`config.mk`:
```
export PLATFORM = sky130hd
export DESIGN_NAME = bus_trace_trigger_fifo
export DESIGN_NICKNAME = d
export VERILOG_FILES = /design/src/dbg_pkg.sv /design/src/opcode_tracker.sv /design/src/bus_trace_trigger_fifo.sv
export VERILOG_INCLUDE_DIRS = /design/src /design/src/src
export SDC_FILE = /design/constraint.sdc
export NUM_CORES = 1
export LEC_CHECK = 0
export BUFFER_PORTS_ARGS = -buffer_cell sky130_fd_sc_hd__clkbuf_2
export CORE_MARGIN = 5
export CORE_UTILIZATION = 35
export CTS_CLUSTER_SIZE = 30
export DETAILED_ROUTE_END_ITERATION = 16
export PLACE_DENSITY = 0.61
export REMOVE_ABC_BUFFERS = 1
export SLEW_MARGIN = 25
export SYNTH_ARGS = -nofsm -noshare
export SYNTH_HDL_FRONTEND = slang
export SYNTH_SLANG_ARGS = --single-unit
```
`constraint.sdc`:
```
create_clock -name sys_clk -period 4.15 [get_ports sys_clk]
set_input_delay 0.2075 -clock sys_clk [delete_from_list [all_inputs] [get_ports sys_clk]]
set_output_delay 0.2075 -clock sys_clk [all_outputs]
set_load 0.005 [all_outputs]
```
`src/dbg_map.svh`:
```
`ifndef DBG_MAP_SVH
`define DBG_MAP_SVH
`define QUEUE_DEPTH      8
`define QUEUE_FULL       4'h8
`define QUEUE_LAST       4'h7
`define QUEUE_EMPTY      4'h0
`define COUNT_STEP       4'h1
`define COF_SKIP_CYCLES  2'h2
`define SKIP_DONE        2'h0
`define SKIP_STEP        2'h1
`define TRACK_DEPTH      3
`define TRACK_EMPTY      2'h0
`define TRACK_FULL       2'h3
`define TRACK_STEP       2'h1
`define BUS_READ         1'b1
`define ZERO_BYTE        8'h00
`define ZERO_WORD        16'h0000
`endif

```
`src/dbg_pkg.sv`:
```
package dbg_pkg;
   typedef enum logic [3:0] {
      TM_A_ONLY          = 4'b0000,
      TM_A_OR_B          = 4'b0001,
      TM_A_THEN_B        = 4'b0010,
      TM_EVENT_B         = 4'b0011,
      TM_A_THEN_EVENT_B  = 4'b0100,
      TM_INSIDE          = 4'b0101,
      TM_OUTSIDE         = 4'b0110,
      TM_A_AND_B_DATA    = 4'b0111,
      TM_A_AND_NOT_B     = 4'b1000
   } trig_mode_e;
   typedef enum logic [1:0] {
      ST_IDLE  = 2'b00,
      ST_ARMED = 2'b01,
      ST_TRACE = 2'b10
   } run_state_e;
   typedef enum logic [2:0] {
      COF_NONE     = 3'b000,
      COF_COND     = 3'b001,
      COF_ALWAYS   = 3'b010,
      COF_INDIRECT = 3'b011,
      COF_RETURN   = 3'b100,
      COF_DIRECT   = 3'b101
   } cof_kind_e;
endpackage : dbg_pkg

```
`src/opcode_tracker.sv`:
```
`timescale 1ns/10ps
`default_nettype none
`include "dbg_map.svh"
module opcode_tracker (
   // Clock and reset
   input  wire logic sys_clk,
   input  wire logic rst_n,
   // Instruction queue
   input  wire logic fetch,
   input  wire logic exec,
   input  wire logic flush,
   input  wire logic hit,
   // Qualified match
   output logic      qual
);
   logic [`TRACK_DEPTH-1:0] tag_q;
   logic [1:0]              cnt_q;
   logic [1:0]              pos;
   logic                    pop;

   assign pop  = exec && (cnt_q != `TRACK_EMPTY);
   assign pos  = pop ? cnt_q - `TRACK_STEP : cnt_q;
   // Only the tag at the queue head can qualify
   assign qual = pop && tag_q[0];

   // One tag per queued opcode, so several matches can be in flight
   always_ff @(posedge sys_clk or negedge rst_n)
   begin
      if (!rst_n)
      begin
         tag_q <= '0;
         cnt_q <= `TRACK_EMPTY;
      end
      else if (flush)
      begin
         tag_q <= '0;
         cnt_q <= `TRACK_EMPTY;
      end
      else
      begin
         for (int i = 0; i < `TRACK_DEPTH; i++)
         begin
            if (fetch && i == int'(pos))
               tag_q[i] <= hit;
            else if (pop)
               tag_q[i] <= (i == `TRACK_DEPTH - 1) ? 1'b0 : tag_q[(i + 1) % `TRACK_DEPTH];
         end
         if (fetch && !pop && cnt_q != `TRACK_FULL)
            cnt_q <= cnt_q + `TRACK_STEP;
         else if (pop && !fetch)
            cnt_q <= cnt_q - `TRACK_STEP;
      end
   end
endmodule : opcode_tracker
`default_nettype wire

```
`src/bus_trace_trigger_fifo.sv`:
```
// Function
// - Eight-entry capture queue holds address or data words, read oldest first.
// - Two 16-bit comparators, each with optional read/write qualification.
// - Opcode qualification: per-comparator tracker, trigger only when opcode executes.
// - Magnitude tests give inside-range and outside-range trigger modes.
// - Comparators suppressed during serial debug controller bus accesses.
// - A compares address; B compares address or data per mode.
// - Full modes use write data when A qualifies writes, else read data.
// - Qualified match breaks, stores data, starts or stops address recording.
// - Word count status tracks valid queue entries as stored.
// - Manual stop before full shifts entries one place; host skips 8-count-1.
// - Address words read high then low; low read advances queue.
// - Event modes store data in low byte; each low read shifts.
// - Begin trigger cycle and next two bus cycles record nothing.
// - End-type trigger that is a change of flow is recorded last.
// - Unarmed low reads push most recent fetched opcode address.
// - Only change-of-flow addresses are recorded in address modes.
// - Taken conditional branch records its own address; always/never record nothing.
// - Indexed indirect jump or call records computed destination.
// - Interrupt entry and returns record destination address.
// - Force breakpoint request held until instruction boundary acknowledged.
// - Tag breakpoint marks opcode as it enters instruction queue.
// - Arm starts run, sets run flag, clears match flags and count.
// - Begin run ends full, end run on trigger; disarm stops any run.
`timescale 1ns/10ps
`default_nettype none
`include "dbg_map.svh"
module bus_trace_trigger_fifo
   import dbg_pkg::*;
(
   // Clock and reset
   input  wire logic        sys_clk,
   input  wire logic        rst_n,
   // CPU bus
   input  wire logic [15:0] cpu_addr,
   input  wire logic [7:0]  cpu_rdata,
   input  wire logic [7:0]  cpu_wdata,
   input  wire logic        cpu_rw,
   input  wire logic        cpu_bus_valid,
   input  wire logic        debug_access,
   // Instruction queue
   input  wire logic        opcode_fetch,
   input  wire logic        opcode_exec,
   input  wire logic        queue_flush,
   // Change of flow
   input  wire logic [2:0]  cof_kind,
   input  wire logic [15:0] cof_src_addr,
   input  wire logic [15:0] cof_dst_addr,
   // Control
   input  wire logic        mod_enable,
   input  wire logic        arm_set,
   input  wire logic        arm_clear,
   input  wire logic [3:0]  trig_mode,
   input  wire logic        begin_trace,
   input  wire logic        opcode_qualify_select,
   input  wire logic        brk_enable,
   input  wire logic        brk_tag,
   input  wire logic        brk_ack,
   input  wire logic [15:0] comp_a_value,
   input  wire logic [15:0] comp_b_value,
   input  wire logic        comp_a_rw_qualify_enable,
   input  wire logic        comp_a_rw_match_value,
   input  wire logic        comp_b_rw_qualify_enable,
   input  wire logic        comp_b_rw_match_value,
   // Queue read port
   input  wire logic        queue_rd_low,
   output logic [7:0]       queue_port_high,
   output logic [7:0]       queue_port_low,
   // Status
   output logic             run_active_flag,
   output logic             match_a_flag,
   output logic             match_b_flag,
   output logic [3:0]       queue_word_count,
   // CPU breakpoint
   output logic             brk_force_req,
   output logic             brk_tag_req
);
   trig_mode_e  mode;
   run_state_e  state_q;
   logic [15:0] mem_q [`QUEUE_DEPTH];
   logic [15:0] last_fetch_q;
   logic [15:0] store_word;
   logic [15:0] cof_addr;
   logic [7:0]  b_data;
   logic [1:0]  skip_q;
   logic [1:0]  raw_hit;
   logic [1:0]  trk_hit;
   logic        cmp_live, full_mode, event_mode, rwa_ok, rwb_ok;
   logic        a_raw, b_raw, qa, qb, a_seen_q, trig, tag_hit;
   logic        cof_store, store_en, stop_manual, run_live, brk_force_q;

   assign mode       = trig_mode_e'(trig_mode);
   assign full_mode  = (mode == TM_A_AND_B_DATA) || (mode == TM_A_AND_NOT_B);
   assign event_mode = (mode == TM_EVENT_B) || (mode == TM_A_THEN_EVENT_B);
   assign run_live   = (state_q != ST_IDLE);

   // Debug-controller cycles must never look like user traffic
   assign cmp_live = cpu_bus_valid && !debug_access;
   assign rwa_ok = !comp_a_rw_qualify_enable || (cpu_rw == comp_a_rw_match_value);
   assign rwb_ok = !comp_b_rw_qualify_enable || (cpu_rw == comp_b_rw_match_value);
   // Only a write-qualified A can steer B onto the write bus
   assign b_data = (comp_a_rw_qualify_enable && comp_a_rw_match_value != `BUS_READ)
                   ? cpu_wdata : cpu_rdata;

   always_comb
   begin
      a_raw = 1'b0;
      b_raw = 1'b0;
      case (mode)
         TM_INSIDE:
            a_raw = cmp_live && cpu_addr >= comp_a_value && cpu_addr <= comp_b_value;
         TM_OUTSIDE:
            a_raw = cmp_live && (cpu_addr < comp_a_value || cpu_addr > comp_b_value);
         TM_A_AND_B_DATA:
            a_raw = cmp_live && rwa_ok && cpu_addr == comp_a_value
                    && b_data == comp_b_value[7:0];
         TM_A_AND_NOT_B:
            a_raw = cmp_live && rwa_ok && cpu_addr == comp_a_value
                    && b_data != comp_b_value[7:0];
         default:
         begin
            a_raw = cmp_live && rwa_ok && cpu_addr == comp_a_value;
            b_raw = cmp_live && rwb_ok && cpu_addr == comp_b_value;
         end
      endcase
   end

   assign raw_hit = {b_raw, a_raw};
   for (genvar g = 0; g < 2; g++)
   begin : g_track
      opcode_tracker u_track (
         .sys_clk (sys_clk),
         .rst_n   (rst_n),
         .fetch   (opcode_fetch),
         .exec    (opcode_exec),
         .flush   (queue_flush),
         .hit     (raw_hit[g] && opcode_fetch),
         .qual    (trk_hit[g])
      );
   end
   assign qa = opcode_qualify_select ? trk_hit[0] : raw_hit[0];
   assign qb = opcode_qualify_select ? trk_hit[1] : raw_hit[1];

   always_comb
   begin
      case (mode)
         TM_A_OR_B:         trig = qa || qb;
         TM_A_THEN_B:       trig = a_seen_q && qb;
         TM_EVENT_B:        trig = qb;
         TM_A_THEN_EVENT_B: trig = a_seen_q && qb;
         default:           trig = qa;
      endcase
   end

   // Tag request ignores the data half of full modes
   always_comb
   begin
      case (mode)
         TM_A_OR_B:   tag_hit = a_raw || b_raw;
         TM_EVENT_B:  tag_hit = b_raw;
         TM_A_THEN_B, TM_A_THEN_EVENT_B:
                      tag_hit = a_seen_q && b_raw;
         default:     tag_hit = full_mode ? (cmp_live && rwa_ok && cpu_addr == comp_a_value) : a_raw;
      endcase
   end

   assign cof_store = (cof_kind == COF_COND) || (cof_kind == COF_INDIRECT)
                      || (cof_kind == COF_RETURN);
   assign cof_addr  = (cof_kind == COF_COND) ? cof_src_addr : cof_dst_addr;

   always_comb
   begin
      store_en   = 1'b0;
      store_word = `ZERO_WORD;
      case (state_q)
         ST_ARMED:
         begin
            if (event_mode)
            begin
               store_en   = trig;
               store_word = {`ZERO_BYTE, b_data};
            end
            else if (!begin_trace)
            begin
               // Trigger cycle itself still lands as the last entry
               store_en   = cof_store;
               store_word = cof_addr;
            end
         end
         ST_TRACE:
         begin
            store_en   = cof_store && skip_q == `SKIP_DONE;
            store_word = cof_addr;
         end
         default:
         begin
            store_en   = 1'b0;
            store_word = `ZERO_WORD;
         end
      endcase
   end

   assign stop_manual = run_live && (arm_clear || !mod_enable);

   always_ff @(posedge sys_clk or negedge rst_n)
   begin
      if (!rst_n)
         state_q <= ST_IDLE;
      else if (arm_set && mod_enable)
         state_q <= ST_ARMED;
      else if (stop_manual)
         state_q <= ST_IDLE;
      else
      begin
         case (state_q)
            ST_ARMED:
               if (event_mode)
               begin
                  if (store_en && queue_word_count == `QUEUE_LAST)
                     state_q <= ST_IDLE;
               end
               else if (trig)
                  state_q <= begin_trace ? ST_TRACE : ST_IDLE;
            ST_TRACE:
               if (store_en && queue_word_count == `QUEUE_LAST)
                  state_q <= ST_IDLE;
            default:
               state_q <= ST_IDLE;
         endcase
      end
   end

   // Begin trigger holds recording off for the next two bus cycles
   always_ff @(posedge sys_clk or negedge rst_n)
   begin
      if (!rst_n)
         skip_q <= `SKIP_DONE;
      else if (state_q == ST_ARMED && trig && begin_trace && !event_mode)
         skip_q <= `COF_SKIP_CYCLES;
      else if (skip_q != `SKIP_DONE && cpu_bus_valid)
         skip_q <= skip_q - `SKIP_STEP;
   end

   always_ff @(posedge sys_clk or negedge rst_n)
   begin
      if (!rst_n)
         queue_word_count <= `QUEUE_EMPTY;
      else if (arm_set && mod_enable)
         queue_word_count <= `QUEUE_EMPTY;
      else if (store_en && queue_word_count != `QUEUE_FULL)
         queue_word_count <= queue_word_count + `COUNT_STEP;
   end

   always_ff @(posedge sys_clk or negedge rst_n)
   begin
      if (!rst_n)
         last_fetch_q <= `ZERO_WORD;
      else if (opcode_fetch)
         last_fetch_q <= cpu_addr;
   end

   // Shift-in queue: newest enters at the top, port shows entry 0
   always_ff @(posedge sys_clk or negedge rst_n)
   begin
      if (!rst_n)
      begin
         for (int i = 0; i < `QUEUE_DEPTH; i++)
            mem_q[i] <= `ZERO_WORD;
      end
      else if (store_en || (stop_manual && queue_word_count != `QUEUE_FULL) || queue_rd_low)
      begin
         for (int i = 0; i < `QUEUE_DEPTH - 1; i++)
            mem_q[i] <= mem_q[i+1];
         if (store_en)
            mem_q[`QUEUE_DEPTH-1] <= store_word;
         else if (stop_manual || run_live)
            mem_q[`QUEUE_DEPTH-1] <= `ZERO_WORD;
         else
            mem_q[`QUEUE_DEPTH-1] <= last_fetch_q;
      end
   end
   assign queue_port_high = mem_q[0][15:8];
   assign queue_port_low  = mem_q[0][7:0];

   always_ff @(posedge sys_clk or negedge rst_n)
   begin
      if (!rst_n)
      begin
         match_a_flag <= 1'b0;
         match_b_flag <= 1'b0;
         a_seen_q     <= 1'b0;
      end
      else if (arm_set && mod_enable)
      begin
         match_a_flag <= 1'b0;
         match_b_flag <= 1'b0;
         a_seen_q     <= 1'b0;
      end
      else if (run_live)
      begin
         match_a_flag <= match_a_flag || qa;
         match_b_flag <= match_b_flag || qb;
         a_seen_q     <= a_seen_q || qa;
      end
   end

   // Request stays up until the CPU reaches an instruction boundary; set wins
   always_ff @(posedge sys_clk or negedge rst_n)
   begin
      if (!rst_n)
         brk_force_q <= 1'b0;
      else if (run_live && brk_enable && !brk_tag && trig)
         brk_force_q <= 1'b1;
      else if (brk_ack)
         brk_force_q <= 1'b0;
   end
   assign brk_force_req   = brk_force_q;
   assign brk_tag_req     = run_live && brk_enable && brk_tag && opcode_fetch && tag_hit;
   assign run_active_flag = run_live;
endmodule : bus_trace_trigger_fifo
`default_nettype wire

```
==> reports/qor_table.md <==
| Step | Item | This run |
| --- | --- | --- |
| die | Vert. Die Dim | 173 µm |
| place | Number of buffer cells added on primary ports | 148 |
| global route | Global routing usage summed across all routing layers | 14.7% |
| place | Placement Setup Slack | 0.751 ns |
| synthesis | Sequential-to-total area share from yosys stat | 44.6% |
| routing | # DRC | 0 |
| power and ir drop | Peak ir drop on the vdd network | 284 µV |
| die | Die outline area | 0.0300 mm² |
| clock network | Post-cts gate resize count | 0 |
| min path | HP Class | in2reg |
| place | Number of instances in the placed design | 1271 |
| sta | Final hold violations | 0 |
| sta | Final worst clock skew | 0.0115 ns |
| worst setup path | WP data required | 3.94 ns |
| power and ir drop | Leakage | 5.36 nW |
| die | Top Ports | 149 |
| status | Status | finished, final reports clean |
| clock network | Cts bufs inserted | 17 |
| layout | Count of filler cells inserted in the layout | 2570 |
| sta | Transition at the pin with the smallest max-transition slack | 0.907 ns |
| worst setup path | Crit path buffers/inverters | 3 |
| routing | Post-DR vias/cell | 4.95 |
| synthesis | Async set or reset register ratio after synthesis | 100% |
| place | Final weighted congestion in routability-driven placement | 0.819 |
| clock network | H-Tree Depth | 4 |
| global route | Via count of the first global-routing pass | 6628 |
| clock network | Clock Path Buffers | 2 |
| layout | Synthesis-to-finish area growth | 17.4% |
| synthesis | Synth Warn # | 0 |
| worst setup path | Most prevalent standard cell on the critical path | clkbuf_2 |
| routing | Number of DRC violations after detailed-routing iteration 0 | 344 |
| worst setup path | Critical Path, Cell by Cell | clkbuf_2, inv_1, ha_1, nand4_1, nor4_1, nand2_1, o21ai_0, a41o_1, a211oi_1, o211a_1, a2111oi_0, clkbuf_2 |
| layout | Post-route insts no fill | 1307 |
| routing | Drt total wl | 22000 µm |
| layout | Final core utilization | 41.9% |
| die | Overall die width | 173 µm |
| layout | Share of post-route cells with drive strength above 1 | 31.3% |
| routing | DR WL/cell | 16.8 µm |
| clock network | Clock latency of the later-clocked register in the worst-skew pair | 0.44 ns |
| clock network | CTS Root Cell | clkbuf_16 |
| worst setup path | Depth of the critical timing path with buffers and inverters included | 12 |
| global route | Pin count of the biggest net entering global routing | 98 |
| power and ir drop | Power per cell area | 486 mW/mm² |
| synthesis | Synthesized instance count | 827 |
| routing | Drt pass-1 iters | 6 |
| synthesis | Dominant register cell in the synthesized netlist | dfrtp_1 |
| sta | Portion of the clock cycle consumed by the worst path in the final layout | 81.8% |
| sta | Max-slew headroom | 39.5% |
| clock network | CTS Hold Buffers Added | 3 |
| die | Row cnt | 59 |
| global route | Global-route wire length before repair | 35400 µm |
| worst setup path | Maximum fanout encountered on the critical timing path | 4 |
| worst setup path | Data arrival time of the worst path | 3.19 ns |
| synthesis | Distinct cell type count after synthesis | 60 |
| synthesis | Total standard cell area after synthesis | 0.00932 mm² |
| routing | Via count of the routed design | 6475 |
| layout | Total inserted antenna cells | 0 |
| sta | Max Clk Rate | 295 MHz |
| die | Core Region | 0.0261 mm² |
| min path | Hold depth | 2 |
| sta | Slack of the critical path | 0.755 ns |
| layout | Sequential cell area | 0.00415 mm² |
| worst setup path | CP max-delay cell | nor4_1 |
| worst setup path | Nature of the critical path endpoint | output pin |
| synthesis | Number of enable flip-flop cells after synthesis | 0 |
| routing | Count of antenna-violating nets left after detailed routing | 0 |
| layout | Net total in the final layout | 1126 |
| layout | Combined area of the multi-input logic cells | 0.00463 mm² |
| worst setup path | Critical Path Max Stage Delay | 0.63 ns |
| sta | Final min period | 3.39 ns |
| sta | Final Max Tran Viols | 0 |
| global route | Leftover overflow at the end of global routing | 0 |
| clock network | Clock Pin Slew Worst Setup and Hold Paths | 0.07 ns |
| worst setup path | Kind of cell adding the most delay to the critical path | compound AO/OA/AOI/OAI gates |
| place | Placed wire-length estimate | 16300 µm |
| clock network | CTS tree | built |
| sta | Setup TNS Final | 0 ns |
| clock network | # Post-CTS Setup Buffers | 0 |
| clock network | Total number of clock tree sinks | 166 |
| worst setup path | Path type of the worst setup path | in2out |
| sta | RSZ-0062 raised after global routing | no |
| worst setup path | Crit path launch type | input pin |
| worst setup path | R2r worst-path depth | 11 |
| synthesis | Average instance area after synthesis | 11.3 µm² |
| run | Number of max-capacitance violations reported | 0 |
| synthesis | Total of flip-flops plus latches after synthesis | 166 |
| die | Starting density of the core | 35.7% |
| sta | Total of endpoints with negative setup slack in the final report | 0 |
| global route | Antenna violations before repair | 1 |
final cells by class:
class | count | share of cell area, %
multi-input combinational | 552 | 42.3
sequential | 166 | 38.0
timing repair buffer | 167 | 8.50
clock buffer | 17 | 3.89
tap | 335 | 3.83
inverter | 55 | 1.89
clock inverter | 15 | 1.65
sequential cells by signal, indices dropped and copies added (netlist names), 2 cells and up:
signal / cells
last_fetch_q: 16
state_q: 2
queue_port_high: 8
mem_q: 112
queue_port_low: 8
queue_word_count: 4
skip_q: 2
g_track.u_track.cnt_q: 4
g_track.u_track.tag_q: 6
final timing paths:
check                                            startpoint                  to  slack (ns)
worst min register to register                    mem_q[26]           mem_q[42]        0.48
worst min-delay path                            cpu_addr[0]     last_fetch_q[0]        0.03
min in group asynchronous                             rst_n  queue_port_high[3]        0.21
max in group asynchronous                             rst_n           mem_q[21]        2.81
worst max-delay path                        comp_b_value[5]         brk_tag_req        0.76
worst max register to register  g_track[1].u_track.cnt_q[0]           mem_q[27]        1.13
per-layer routing:
layer	track usage [%]	wire length (µm)	vias to the layer above
li1	-	-	3167
met1	19.1	9990	3153
met2	24.0	10500	123
met3	3.56	974	30
met4	5.09	544	2
met5	0	8	-
metrics by stage:
stage	total power, mW	hold WS [ns]	area (µm²)
after floorplan	3.34	-0.0881	8980
after global placement	3.71	0.365	10300
after detailed placement	3.77	0.389	10300
after CTS	5.40	0.0120	10900
after global routing	5.64	0.0241	10900
final	5.32	0.0338	10900
placed cells by master, fill, tap and decap left out, drive strengths merged, types with 21 or more instances in the layout:
master and n:
o21ai 21, clkbuf 164, nor2 49, a21oi 47, mux2i 28, dfrtp 166
inv 62, mux2 130, nand2 65, ha 43
synth_stat cells (3+ instances only):
library cell	count	area, µm²
and3_1	4	25.0
mux2_2	18	203
o31ai_1	11	82.6
o21a_1	5	37.5
o32ai_1	3	26.3
dfrtp_1	166	4150
nand2_1	63	236
a311oi_1	4	35.0
nand4_1	8	50.1
xnor2_1	9	78.8
a221oi_1	3	26.3
mux2_1	32	360
a21o_1	4	30.0
nand3b_1	3	22.5
buf_4	16	120
nor4_1	3	18.8
o22ai_1	11	68.8
nor2b_1	11	68.8
nor2_1	49	184
o21ai_0	20	100
mux2_4	80	1200
buf_2	5	25.0
buf_1	5	18.8
nor3_1	8	40.0
clkbuf_1	18	67.6
inv_1	55	206
buf_6	10	113
and2_1	9	56.3
nand2b_1	15	93.8
ha_1	43	538
a211oi_1	9	67.6
a21oi_1	47	235
xor2_1	5	43.8
mux2i_1	28	280
nand3_1	11	55.1
a211o_1	3	26.3
o221ai_1	4	35.0
logic make-up after synthesis:
logic type	after synthesis	share of synthesized area [%]
xor gates and xnor gates	14	1.32
buffers and inverters	109	5.91
adders and majority gates	43	5.77
and+or+nand+nor	195	10.1
AOI/OAI and AO/OA	142	10.4
muxes	158	21.9
DFF	166	44.6
power by group:
part	switching, mW	internal [mW]
logic	0.553	0.813
clock network	0.773	0.816
registers	0.272	2.09
total	1.60	3.72
No activity file was read; power rests on OpenSTA's default activity.
